<file path="src/hdl/dual_mode_timer_pkg.sv">
`default_nettype none
package dual_mode_timer_pkg;
  // byte addresses on the peripheral bus
  localparam logic [2:0] ADDR_CLOCK_LEVEL   = 3'h0;
  localparam logic [2:0] ADDR_STATUS        = 3'h1;
  localparam logic [2:0] ADDR_UPPER_COUNT   = 3'h2;
  localparam logic [2:0] ADDR_LOWER_COUNT   = 3'h3;
  localparam logic [2:0] ADDR_UPPER_COMPARE = 3'h4;
  localparam logic [2:0] ADDR_LOWER_COMPARE = 3'h5;
  localparam logic [2:0] ADDR_CLOCK_STOP    = 3'h6;

  // timer_status_control fields
  localparam int BIT_OVF_H  = 7;
  localparam int BIT_CMF_H  = 6;
  localparam int BIT_OVIE_H = 5;
  localparam int BIT_CCLR_H = 4;
  localparam int BIT_OVF_L  = 3;
  localparam int BIT_CMF_L  = 2;
  localparam int BIT_OVIE_L = 1;
  localparam int BIT_CCLR_L = 0;
  localparam logic [7:0] FLAG_MASK = 8'hCC;

  // clock_level_control fields
  localparam int BIT_LEVEL_H  = 7;
  localparam int BIT_CKS_H_HI = 6;
  localparam int BIT_CKS_H_LO = 4;
  localparam int BIT_LEVEL_L  = 3;
  localparam int BIT_CKS_L_HI = 2;
  localparam int BIT_CKS_L_LO = 0;

  // clock_stop_one field
  localparam int BIT_STANDBY_N = 2;

  // values after reset and fixed read values
  localparam logic [7:0] STATUS_RESET      = 8'h00;
  localparam logic [7:0] CLOCK_LEVEL_RESET = 8'h00;
  localparam logic [7:0] CLOCK_STOP_RESET  = 8'hFF;
  localparam logic [7:0] COUNT_RESET       = 8'h00;
  localparam logic [7:0] COUNT_MAX         = 8'hFF;
  localparam logic [7:0] COMPARE_RESET     = 8'hFF;
  localparam logic [7:0] WRITE_ONLY_READ   = 8'hFF;
  localparam logic [7:0] UNMAPPED_READ     = 8'h00;

  // clock select codes and divider masks
  localparam logic [2:0] CKS_DIV32 = 3'h4;
  localparam logic [2:0] CKS_DIV16 = 3'h5;
  localparam logic [2:0] CKS_DIV4  = 3'h6;
  localparam logic [2:0] CKS_SUB4  = 3'h7;
  localparam int         PRESCALE_WIDTH = 5;
  localparam logic [4:0] DIV32_MASK = 5'h1F;
  localparam logic [4:0] DIV16_MASK = 5'h0F;
  localparam logic [4:0] DIV4_MASK  = 5'h03;
  localparam logic [1:0] SUB_MASK   = 2'h3;
endpackage
`default_nettype wire
</file>
<file path="src/hdl/clock_tick_select.sv">
`timescale 1ns/1ps
`default_nettype none
module clock_tick_select (
  input  wire logic       clock,
  input  wire logic       reset_n,
  input  wire logic [2:0] select,
  input  wire logic       event_count_pin,
  input  wire logic       event_edge_select,
  input  wire logic       subclock_tick,
  output logic            count_tick
);
  import dual_mode_timer_pkg::*;

  logic [PRESCALE_WIDTH-1:0] div_q;
  logic [PRESCALE_WIDTH-1:0] div_d;
  logic [1:0]                sub_q;
  logic [1:0]                sub_d;
  logic                      pin_q;
  logic                      pin_d;

  function automatic logic div_hit(input logic [4:0] cnt, input logic [4:0] mask);
    div_hit = (cnt & mask) == mask;
  endfunction

  always_comb begin
    div_d = div_q + 5'h01;
    sub_d = subclock_tick ? sub_q + 2'h1 : sub_q;
    pin_d = event_count_pin;
    case (select)
      CKS_DIV32: count_tick = div_hit(div_q, DIV32_MASK);
      CKS_DIV16: count_tick = div_hit(div_q, DIV16_MASK);
      CKS_DIV4:  count_tick = div_hit(div_q, DIV4_MASK);
      CKS_SUB4:  count_tick = subclock_tick && sub_q == SUB_MASK;
      // msb clear: external event, edge chosen by the edge select
      default:   count_tick = event_edge_select ? (event_count_pin && !pin_q)
                                                : (!event_count_pin && pin_q);
    endcase
  end

  always_ff @(posedge clock or negedge reset_n) begin
    if (!reset_n) begin
      div_q <= '0;
      sub_q <= '0;
      pin_q <= 1'b0;
    end else begin
      div_q <= div_d;
      sub_q <= sub_d;
      pin_q <= pin_d;
    end
  end
endmodule
`default_nettype wire

</file>
<file path="src/hdl/dual_mode_compare_timer.sv">
`timescale 1ns/1ps
`default_nettype none
// How it works
// - flag bits ignore written ones, only clear
// - flag clears on zero write after read
// - 8-bit upper wrap sets upper overflow flag
// - 16-bit wrap sets upper overflow flag
// - lower wrap sets lower overflow flag
// - upper or 16-bit match sets upper flag
// - lower match sets lower match flag
// - bit 5 gates upper overflow request
// - bit 1 gates lower overflow request
// - bit 4 clears upper/16-bit counter on match
// - bit 0 clears lower counter on match in 8-bit mode only
// - status/control resets to zero
// - clock-stop bit 2 low halts timer
// - 8-bit mode bytes accessed directly
// - upper write to temp, lower commits both
// - upper read latches lower into temp
// - compare reads come straight from register
// - counter zero, compare ones at reset
// - upper select msb picks 8/16-bit mode
// - 16-bit match flags, requests, toggles upper
// - each 8-bit half matches on its own
// - overflow request needs both enables
// - lower select: event or divided clocks
// - level write drives toggle pin immediately
module dual_mode_compare_timer (
  input  wire logic       clock,
  input  wire logic       reset_n,
  input  wire logic       bus_select,
  input  wire logic       bus_write,
  input  wire logic       bus_read,
  input  wire logic [2:0] bus_address,
  input  wire logic [7:0] bus_write_data,
  output logic      [7:0] bus_read_data,
  input  wire logic       event_count_pin,
  input  wire logic       event_edge_select,
  input  wire logic       subclock_tick,
  input  wire logic       upper_timer_irq_enable,
  input  wire logic       lower_timer_irq_enable,
  output logic            upper_toggle_pin,
  output logic            lower_toggle_pin,
  output logic            upper_irq,
  output logic            lower_irq
);
  import dual_mode_timer_pkg::*;

  logic [7:0] clock_level_q, clock_level_d;
  logic [7:0] status_q, status_d;
  logic [7:0] armed_q, armed_d;
  logic [7:0] clock_stop_q, clock_stop_d;
  logic [7:0] upper_counter_q, upper_counter_d;
  logic [7:0] lower_counter_q, lower_counter_d;
  logic [7:0] upper_compare_q, upper_compare_d;
  logic [7:0] lower_compare_q, lower_compare_d;
  logic [7:0] temp_q, temp_d;
  logic [7:0] read_data_q, read_data_d;
  logic       level_h_q, level_h_d;
  logic       level_l_q, level_l_d;
  logic       upper_irq_q, upper_irq_d;
  logic       lower_irq_q, lower_irq_d;

  logic        mode8, running, lower_sel_tick, upper_sel_tick, lower_tick, upper_tick;
  logic        wr_level, wr_status, wr_stop, wr_up_cnt, wr_lo_cnt, wr_up_cmp, wr_lo_cmp;
  logic        rd_status, rd_up_cnt;
  logic        lo_match, up_match, lo_match_evt, hi_match_evt, lo_clear, hi_clear;
  logic        ovf_h_evt, ovf_l_evt;
  logic [7:0]  set_v, clr_v;
  logic [15:0] count16;

  function automatic logic bus_hit(input logic strobe, input logic [2:0] addr,
                                   input logic [2:0] target);
    bus_hit = strobe && addr == target;
  endfunction

  assign mode8   = clock_level_q[BIT_CKS_H_HI];
  assign running = clock_stop_q[BIT_STANDBY_N];
  assign count16 = {upper_counter_q, lower_counter_q};

  clock_tick_select lower_select (
    .clock             (clock),
    .reset_n           (reset_n),
    .select            (clock_level_q[BIT_CKS_L_HI:BIT_CKS_L_LO]),
    .event_count_pin   (event_count_pin),
    .event_edge_select (event_edge_select),
    .subclock_tick     (subclock_tick),
    .count_tick        (lower_sel_tick)
  );

  clock_tick_select upper_select (
    .clock             (clock),
    .reset_n           (reset_n),
    .select            (clock_level_q[BIT_CKS_H_HI:BIT_CKS_H_LO]),
    .event_count_pin   (event_count_pin),
    .event_edge_select (event_edge_select),
    .subclock_tick     (subclock_tick),
    .count_tick        (upper_sel_tick)
  );

  always_comb begin
    wr_level  = bus_hit(bus_select && bus_write, bus_address, ADDR_CLOCK_LEVEL);
    wr_status = bus_hit(bus_select && bus_write, bus_address, ADDR_STATUS);
    wr_stop   = bus_hit(bus_select && bus_write, bus_address, ADDR_CLOCK_STOP);
    wr_up_cnt = bus_hit(bus_select && bus_write, bus_address, ADDR_UPPER_COUNT);
    wr_lo_cnt = bus_hit(bus_select && bus_write, bus_address, ADDR_LOWER_COUNT);
    wr_up_cmp = bus_hit(bus_select && bus_write, bus_address, ADDR_UPPER_COMPARE);
    wr_lo_cmp = bus_hit(bus_select && bus_write, bus_address, ADDR_LOWER_COMPARE);
    rd_status = bus_hit(bus_select && bus_read, bus_address, ADDR_STATUS);
    rd_up_cnt = bus_hit(bus_select && bus_read, bus_address, ADDR_UPPER_COUNT);

    // standby gates the count ticks; registers stay reachable
    lower_tick = running && lower_sel_tick;
    upper_tick = running && mode8 && upper_sel_tick;
    lo_match   = lower_counter_q == lower_compare_q;
    up_match   = upper_counter_q == upper_compare_q;

    // match fires as the counter leaves the matching value; a compare
    // write in the same cycle cancels it
    lo_match_evt = lower_tick && lo_match && !wr_lo_cmp;
    if (mode8) begin
      hi_match_evt = upper_tick && up_match && !wr_up_cmp;
    end else begin
      hi_match_evt = lower_tick && lo_match && up_match && !wr_lo_cmp;
    end
    lo_clear = lo_match_evt && mode8 && status_q[BIT_CCLR_L];
    hi_clear = hi_match_evt && status_q[BIT_CCLR_H];

    upper_counter_d = upper_counter_q;
    lower_counter_d = lower_counter_q;
    upper_compare_d = upper_compare_q;
    lower_compare_d = lower_compare_q;
    temp_d          = temp_q;
    ovf_h_evt       = 1'b0;
    ovf_l_evt       = 1'b0;
    if (mode8) begin
      if (lower_tick) begin
        if (lo_clear) begin
          lower_counter_d = COUNT_RESET;
        end else begin
          lower_counter_d = lower_counter_q + 8'h01;
          ovf_l_evt       = lower_counter_q == COUNT_MAX;
        end
      end
      if (upper_tick) begin
        if (hi_clear) begin
          upper_counter_d = COUNT_RESET;
        end else begin
          upper_counter_d = upper_counter_q + 8'h01;
          ovf_h_evt       = upper_counter_q == COUNT_MAX;
        end
      end
    end else if (lower_tick) begin
      if (hi_clear) begin
        {upper_counter_d, lower_counter_d} = {COUNT_RESET, COUNT_RESET};
      end else begin
        {upper_counter_d, lower_counter_d} = count16 + 16'h0001;
        ovf_h_evt = count16 == {COUNT_MAX, COUNT_MAX};
        ovf_l_evt = lower_counter_q == COUNT_MAX;
      end
    end

    // cpu writes win over counting and suppress that half's overflow
    if (wr_up_cnt) begin
      if (mode8) begin
        upper_counter_d = bus_write_data;
        ovf_h_evt       = 1'b0;
      end else begin
        temp_d = bus_write_data;
      end
    end
    if (wr_lo_cnt) begin
      lower_counter_d = bus_write_data;
      ovf_l_evt       = 1'b0;
      if (!mode8) begin
        upper_counter_d = temp_q;
        ovf_h_evt       = 1'b0;
      end
    end
    if (wr_up_cmp) begin
      if (mode8) begin
        upper_compare_d = bus_write_data;
      end else begin
        temp_d = bus_write_data;
      end
    end
    if (wr_lo_cmp) begin
      lower_compare_d = bus_write_data;
      if (!mode8) begin
        upper_compare_d = temp_q;
      end
    end
    if (rd_up_cnt && !mode8) begin
      temp_d = lower_counter_q;
    end

    // flags: hardware set beats a software clear in the same cycle
    set_v             = '0;
    set_v[BIT_OVF_H]  = ovf_h_evt;
    set_v[BIT_CMF_H]  = hi_match_evt;
    set_v[BIT_OVF_L]  = ovf_l_evt;
    set_v[BIT_CMF_L]  = lo_match_evt;
    clr_v             = wr_status ? (~bus_write_data & armed_q & FLAG_MASK) : 8'h00;
    status_d = ((wr_status ? bus_write_data : status_q) & ~FLAG_MASK)
             | ((set_v | (status_q & ~clr_v)) & FLAG_MASK);
    armed_d  = (armed_q | (rd_status ? status_q : 8'h00)) & status_d & FLAG_MASK;

    clock_level_d = wr_level ? bus_write_data : clock_level_q;
    clock_stop_d  = wr_stop ? bus_write_data : clock_stop_q;

    // a level write overrides a toggle landing in the same cycle
    if (wr_level) begin
      level_h_d = bus_write_data[BIT_LEVEL_H];
      level_l_d = bus_write_data[BIT_LEVEL_L];
    end else begin
      level_h_d = level_h_q ^ hi_match_evt;
      level_l_d = level_l_q ^ (lo_match_evt && mode8);
    end

    upper_irq_d = upper_timer_irq_enable &&
                  ((status_q[BIT_OVF_H] && status_q[BIT_OVIE_H]) || status_q[BIT_CMF_H]);
    lower_irq_d = lower_timer_irq_enable &&
                  ((status_q[BIT_OVF_L] && status_q[BIT_OVIE_L]) || status_q[BIT_CMF_L]);

    read_data_d = read_data_q;
    if (bus_select && bus_read) begin
      case (bus_address)
        ADDR_CLOCK_LEVEL:   read_data_d = WRITE_ONLY_READ;
        ADDR_STATUS:        read_data_d = status_q;
        ADDR_UPPER_COUNT:   read_data_d = upper_counter_q;
        ADDR_LOWER_COUNT:   read_data_d = mode8 ? lower_counter_q : temp_q;
        ADDR_UPPER_COMPARE: read_data_d = upper_compare_q;
        ADDR_LOWER_COMPARE: read_data_d = lower_compare_q;
        ADDR_CLOCK_STOP:    read_data_d = clock_stop_q;
        default:            read_data_d = UNMAPPED_READ;
      endcase
    end
  end

  always_ff @(posedge clock or negedge reset_n) begin
    if (!reset_n) begin
      clock_level_q   <= CLOCK_LEVEL_RESET;
      status_q        <= STATUS_RESET;
      armed_q         <= 8'h00;
      clock_stop_q    <= CLOCK_STOP_RESET;
      upper_counter_q <= COUNT_RESET;
      lower_counter_q <= COUNT_RESET;
      upper_compare_q <= COMPARE_RESET;
      lower_compare_q <= COMPARE_RESET;
      temp_q          <= 8'h00;
      read_data_q     <= 8'h00;
      level_h_q       <= 1'b0;
      level_l_q       <= 1'b0;
      upper_irq_q     <= 1'b0;
      lower_irq_q     <= 1'b0;
    end else begin
      clock_level_q   <= clock_level_d;
      status_q        <= status_d;
      armed_q         <= armed_d;
      clock_stop_q    <= clock_stop_d;
      upper_counter_q <= upper_counter_d;
      lower_counter_q <= lower_counter_d;
      upper_compare_q <= upper_compare_d;
      lower_compare_q <= lower_compare_d;
      temp_q          <= temp_d;
      read_data_q     <= read_data_d;
      level_h_q       <= level_h_d;
      level_l_q       <= level_l_d;
      upper_irq_q     <= upper_irq_d;
      lower_irq_q     <= lower_irq_d;
    end
  end

  assign bus_read_data    = read_data_q;
  assign upper_toggle_pin = level_h_q;
  assign lower_toggle_pin = level_l_q;
  assign upper_irq        = upper_irq_q;
  assign lower_irq        = lower_irq_q;
endmodule
`default_nettype wire

</file>
<file path="config.mk">
export PLATFORM = sky130hd
export DESIGN_NAME = dual_mode_compare_timer
export DESIGN_NICKNAME = d
export VERILOG_FILES = /design/src/hdl/dual_mode_timer_pkg.sv /design/src/hdl/clock_tick_select.sv /design/src/hdl/dual_mode_compare_timer.sv
export SDC_FILE = /design/constraint.sdc
export NUM_CORES = 1
export LEC_CHECK = 0
export ABC_AREA = 1
export BUFFER_PORTS_ARGS = -buffer_cell sky130_fd_sc_hd__buf_2
export CORE_UTILIZATION = 25
export CTS_BUF_LIST = sky130_fd_sc_hd__clkbuf_8
export DETAILED_ROUTE_END_ITERATION = 16
export HOLD_SLACK_MARGIN = 0.08
export SLEW_MARGIN = 20
export SYNTH_ARGS = -nofsm -noshare
export SYNTH_HDL_FRONTEND = slang
export SYNTH_SLANG_ARGS = --single-unit
</file>
<file path="constraint.sdc">
create_clock -name clock -period 6.35 [get_ports clock]
set_input_delay 1.27 -clock clock [delete_from_list [all_inputs] [get_ports clock]]
set_output_delay 1.27 -clock clock [all_outputs]
set_load 0.05 [all_outputs]
</file>
### Word-level counts from Yosys, hierarchy flattened

Index checks and enable logic that the tools add are counted.

* add/sub/neg operators: 7
* eq/ne operators: 27
* muxes and demuxes: 50
* bitwise operators: 10
* reduce and logical (&&, ||, !) cells: 41

Operators with widths (number)
* $mux W8: 27
* $pmux W8 S7: 1
* $eq A3 B3 Y1 const B: 11
* $logic_and A1 B1 Y1: 32
* $and A8 B8 Y8: 3
* $mux W1: 19
* $add A16 B1 Y16 const B: 1
* $add A8 B1 Y8 const B: 2
* $eq A16 B16 Y1 const B: 1
* $eq A8 B8 Y1: 2
* $eq A8 B8 Y1 const B: 2
* $not A8 Y8: 2
* $or A8 B8 Y8: 2
* $add A5 B1 Y5 const B: 2
* $eq A5 B5 Y1 const B: 2
* $eq A2 B2 Y1 const B: 4
* $eq A4 B4 Y1 const B: 2
* $or A6 B8 Y8: 1
* $pmux W1 S4: 2
* $eq A3 B2 Y1 const B: 2
* $mux W6: 1
* $logic_not A1 Y1: 5
* $add A2 B1 Y2 const B: 2
* $eq A3 B1 Y1 const B: 1
* other kinds (4): 6

* flip-flop bits (word level): 94
* bits of input ports: 21
* output and inout bits: 12
* logic and storage cells: 154

### Longest topological paths before layout

* depth after elaboration: 20
* gate-level depth with buffers: 20
* depth with buffers taken out: 20

### By module

Synthesis repeated with hierarchy kept, for this count alone.

* cells, all modules: 745
* area total of the unflattened synthesis: 5512.8 um2

Modules (own cells, without submodules)
* dual_mode_compare_timer: times used 1, cells an instance 663, area an instance 4744.6 um2, seq. area each 1981.9 um2
* clock_tick_select (upper_select): times used 1, cells an instance 41, area an instance 386.6 um2, seq. area each 200.2 um2
* clock_tick_select (lower_select): times used 1, cells an instance 41, area an instance 381.6 um2, seq. area each 200.2 um2

### Worst setup path before layout

OpenSTA, ideal clock, no wires.

* path kind: input-to-reg
* start point: input bus_address[2]
* end point: register upper_counter_q[7]
* library setup time: 0.117 ns
* data arrival time: 2.484 ns
* data required time: 6.233 ns
* setup slack: 3.750 ns
* cell stages on the path: 13
* path buffers: 1
* cell sequence: buf_2 > nand3_4 > nor2_4 > nor2_1 > nand3_2 > nor2_2 > nand2_2 > nand2_4 > nand3_2 > nand3_1 > nand2_1 > nor2_1 > nor2_1

* longest elaborated chain between the ends: 13
* elaborated cells between the ends (all ways): 23
* those cells by class: eq/ne (4); mux (10); reduce/logical (9)

RTL lines
* start: declaration: line dual_mode_compare_timer.sv:34 `input wire logic [2:0] bus_address,`
* $eq A3 B3 Y1: line dual_mode_compare_timer.sv:74 `bus_hit = strobe && addr == target;`
* $logic_and A1 B1 Y1: line dual_mode_compare_timer.sv:74
* $logic_not A1 Y1, on equally long branches: line dual_mode_compare_timer.sv:124, dual_mode_compare_timer.sv:122
* $logic_and A1 B1 Y1, on equally long branches: line dual_mode_compare_timer.sv:124, dual_mode_compare_timer.sv:122
* $mux W1: line dual_mode_compare_timer.sv:121 `if (mode8) begin`
* $logic_and A1 B1 Y1: line dual_mode_compare_timer.sv:127 `hi_clear = hi_match_evt && status_q[BIT_CCLR_H];`
* $mux W8, on equally long branches: line dual_mode_compare_timer.sv:154, dual_mode_compare_timer.sv:146
* $mux W8, on equally long branches: line dual_mode_compare_timer.sv:153, dual_mode_compare_timer.sv:145
* $mux W8: line dual_mode_compare_timer.sv:136 `if (mode8) begin`
* $mux W8: line dual_mode_compare_timer.sv:165 `if (mode8) begin`
* $mux W8: line dual_mode_compare_timer.sv:164 `if (wr_up_cnt) begin`
* $mux W8: line dual_mode_compare_timer.sv:175 `if (!mode8) begin`
* $mux W8 *: line dual_mode_compare_timer.sv:172 `if (wr_lo_cnt) begin`
* net upper_counter_d[7]: line dual_mode_compare_timer.sv:53 `logic [7:0] upper_counter_q, upper_counter_d;`
* end signal: assignment: line dual_mode_compare_timer.sv:261 `upper_counter_q <= upper_counter_d;`
* end: declaration: line dual_mode_compare_timer.sv:53

The timed path passes the listed nets; every way through them passes the cells marked *.
A chain may end at the register's enable or synchronous reset.

### Final worst setup path

* start point: input subclock_tick
* end point: register upper_counter_q[3]

* longest elaborated chain between the ends: 15
* elaborated cells between the ends (all ways): 22
* those cells by class: mux (12); reduce/logical (10)

RTL lines
* start: declaration: line dual_mode_compare_timer.sv:39 `input wire logic subclock_tick,`
* $logic_and A1 B1 Y1: line clock_tick_select.sv:33 `CKS_SUB4: count_tick = subclock_tick && sub_q == SUB_MASK;`
* $pmux W1 S4: line clock_tick_select.sv:29 `case (select)`
* $logic_and A1 B1 Y1: line dual_mode_compare_timer.sv:113 `lower_tick = running && lower_sel_tick;`
* $logic_and A1 B1 Y1 (3 in series): line dual_mode_compare_timer.sv:124 `hi_match_evt = lower_tick && lo_match && up_match && !wr_lo_cmp;`
* $mux W1: line dual_mode_compare_timer.sv:121
* $logic_and A1 B1 Y1: line dual_mode_compare_timer.sv:127
* $mux W8, on equally long branches: line dual_mode_compare_timer.sv:154, dual_mode_compare_timer.sv:146
* $mux W8, on equally long branches: line dual_mode_compare_timer.sv:153, dual_mode_compare_timer.sv:145
* $mux W8 *: line dual_mode_compare_timer.sv:136
* $mux W8: line dual_mode_compare_timer.sv:165
* $mux W8 *: line dual_mode_compare_timer.sv:164
* $mux W8: line dual_mode_compare_timer.sv:175
* $mux W8 *: line dual_mode_compare_timer.sv:172
* net upper_counter_d[3]: line dual_mode_compare_timer.sv:53

Marks and branches as above.

==> results.yml <==
cts:
  cts_resized: 0
  cts_buffer_depth: 2
  clock-sinks: 93
  cts_tree: "built"
  cts_made_buffers: 9
  postCtsHoldBufs: 0
  cts_htree_levels: 3
  path_clk_slew_ps: 100
  cts_setup_buffers: 0
  worstSkewPairLatency_ps: 390
  root_buffer: "clkbuf_8"
die:
  pin_count: 33
  core_area_um2: 21300
  start_util: 0.259
  dieArea_um2: 22600
  die_width_um: 150
  rows: 53
  die_h_um: 150
layout:
  area_delta_synth_final_pct: 11.1
  antennaDiodeCount: 0
  drive_above_1_share: 0.145
  multi_input_area_um2: 2640
  regArea_um2: 2360
  final_net_count: 776
  fill_cells: 2305
placed_design:
  port_buffers: 32
  gp_congestion: 0.904
  hpwl_um: 12900
yosys:
  yosysSeqAreaShare: 0.428
  yosysWarnings: 0
  synth_area_per_cell_um2: 7.64
  synth.ff_latch_count: 93
  yosysTopAreaCell: "dfrtp_1"
  ys_top_cells_by_area: "dfrtp_1 31%, nand2_1 13%, dfstp_2 11%, inv_1 7.1%, o21ai_0 5.3%"
  yosys.cell_types.count: 43
  syn_nets: 750
  syn_area_um2: 5510
  netlist.area_leader.share: 0.313
  netlist_instances: 721
routing:
  vias: 5053
  drc: 0
  drtIter0Drc: 618
  routed_via_density: 4.92
  drt_first_pass_iters: 5
  ant_nets: 0
  wirelength_um: 17100
  wl_per_cell_um: 16.7
timing:
  setup_tns_ps: 0
  fin_skew_ps: 14.9
  fin_crit_sh: 0.437
  worst_pin_slew_ps: 873
  setup_viol: 0
  rsz0062_at_grt: "false"
  min_period_ps: 2780
  fmax_mhz: 360
  timing.final.max_slew_violations: 0
  hold_viol: 0
  hold_slack_ps: 460
  max_slew_margin: 0.416
outcome:
  status: "complete, no violations"
pwr:
  vdd_drop_max_uv: 155
  leakage_nw: 2.84
  pwr_density_cell_nw_per_um2: 339
grt:
  grt_pass1_wl_um: 26900
  track_usage: 0.159
  antenna_found_initial: 0
  overflow: 0
  grt_pass1_vias: 4619
  grt_max_degree: 57
setup_path:
  cp.required_ps: 6630
  worstSetupEndpointType: "register"
  crit_fanout: 11
  rrSetupSlack_ps: 3730
  cp-startpoint: "subclock_tick"
  r2r-start: "upper_select.div_q[0]"
  start_kind: "input pin"
  path_class: "in2reg"
  cp.arrival_ps: 3060
job:
  cap_violations: 0
worst_hold_path:
  hp-class: "reg2reg"
  hp-start: "lower_select.div_q[0]"
## cells in the final DEF, fill, tap and decap left out, types with 10 or more instances in the layout
cell | synthesis | layout
a21oi_1 | 12 | 12
a221oi_1 | 11 | 11
buf_2 | 8 | 31
dfrtp_1 | 69 | 69
dfstp_2 | 24 | 24
inv_1 | 104 | 105
nand2_1 | 190 | 190
nand3_1 | 42 | 42
nand4_1 | 10 | 10
nor2_1 | 45 | 45
o21ai_0 | 58 | 58
o22ai_1 | 24 | 24
xor2_1 | 15 | 15
## stage by stage
stage / std cells / setup slack (ps) / util / total power, W / area [um^2]
floorplan: 721 / 3750 / - / 0.00144 / 5510
CTS: 1027 / 3600 / 0.288 / 0.00207 / 6120
finish: 1027 / 3570 / 0.288 / 0.00208 / 6120
global placement: 1011 / 3230 / 0.280 / 0.00169 / 5950
global route: 1027 / 3350 / 0.288 / 0.00221 / 6120
detailed placement: 1011 / 3180 / 0.280 / 0.00169 / 5950
## final cells by class
type                       instances  area share
multi-input combinational        494       0.431
tap                              275      0.0562
sequential                        93       0.385
clock inverter                     7     0.00797
clock buffer                       9      0.0202
inverter                         114      0.0699
timing repair buffer              35      0.0302
## worst max-delay path: stages
cell and delay, ps:
buf_2 150, nand3_1 80, nand2_1 60, a21oi_1 40
nor2_1 610, nand3_2 220, nand2_4 160, nand3_2 140
nand3_1 130, nand3_1 80, nand2_1 70, inv_1 40
## cell families after synthesis
kind of cell / Yosys count / synth area share
flops: 93 / 0.428
mux: 2 / 0.00409
buf+inv: 134 / 0.0938
simple gates: 318 / 0.258
compound gates: 145 / 0.165
fa+ha+maj: 8 / 0.0182
xor+xnor: 21 / 0.0334
## Yosys cell counts
library cell  count
a21boi_0          3
nand3_1          42
nor2_2            8
nor3_2            2
nor3_4            1
o21a_1            1
a21o_1            3
a22oi_1           1
a221oi_1         11
a31o_1            1
o22ai_1          24
buf_4             1
inv_2             9
o221ai_1          8
nand2_2           2
nor4_1            1
and2_1            2
nand4_1          10
nand2_4           1
nand2_1         190
dfstp_2          24
xnor2_1           6
a21oi_1          12
clkbuf_1         11
nor3_1            4
ha_1              8
o2111ai_1         2
nand3_2           5
o211ai_1          3
buf_2             8
xor2_1           15
mux2_2            2
clkinv_1          1
o21bai_1          8
dfrtp_1          69
nand3_4           2
a31oi_1           1
nor2_1           45
nor2_4            3
o21ai_0          58
inv_1           104
o21ai_1           1
o31ai_1           8
## metal layers
| metal | part of all wire | GRT usage | vias to the layer above |
|---|---|---|---|
| met5 | 0 | 0 | - |
| met4 | 0.025 | 0.0576 | 0 |
| met3 | 0.067 | 0.0318 | 31 |
| met2 | 0.45 | 0.242 | 191 |
| met1 | 0.46 | 0.221 | 2415 |
| li1 | - | - | 2416 |
## path summary, 6_finish.rpt
| path | cells after the start | to |
|---|---|---|
| max reg2reg | 15 | upper_counter_q[3] |
| min | 1 | lower_select.div_q[0] |
| min reg2reg | 1 | lower_select.div_q[0] |
| max | 12 | upper_counter_q[3] |
| min in group asynchronous | 1 | armed_q[6] |
| max in group asynchronous | 2 | lower_counter_q[2] |
## where the power goes
group	switching [W]	internal (W)	total (W)	leakage, nW
Clock	0.000231	0.000145	0.000375	0.0956
Sequential	0.000189	0.000774	0.000963	1.12
Combinational	0.000490	0.000248	0.000738	1.62
No activity file was read; power rests on OpenSTA's default activity.
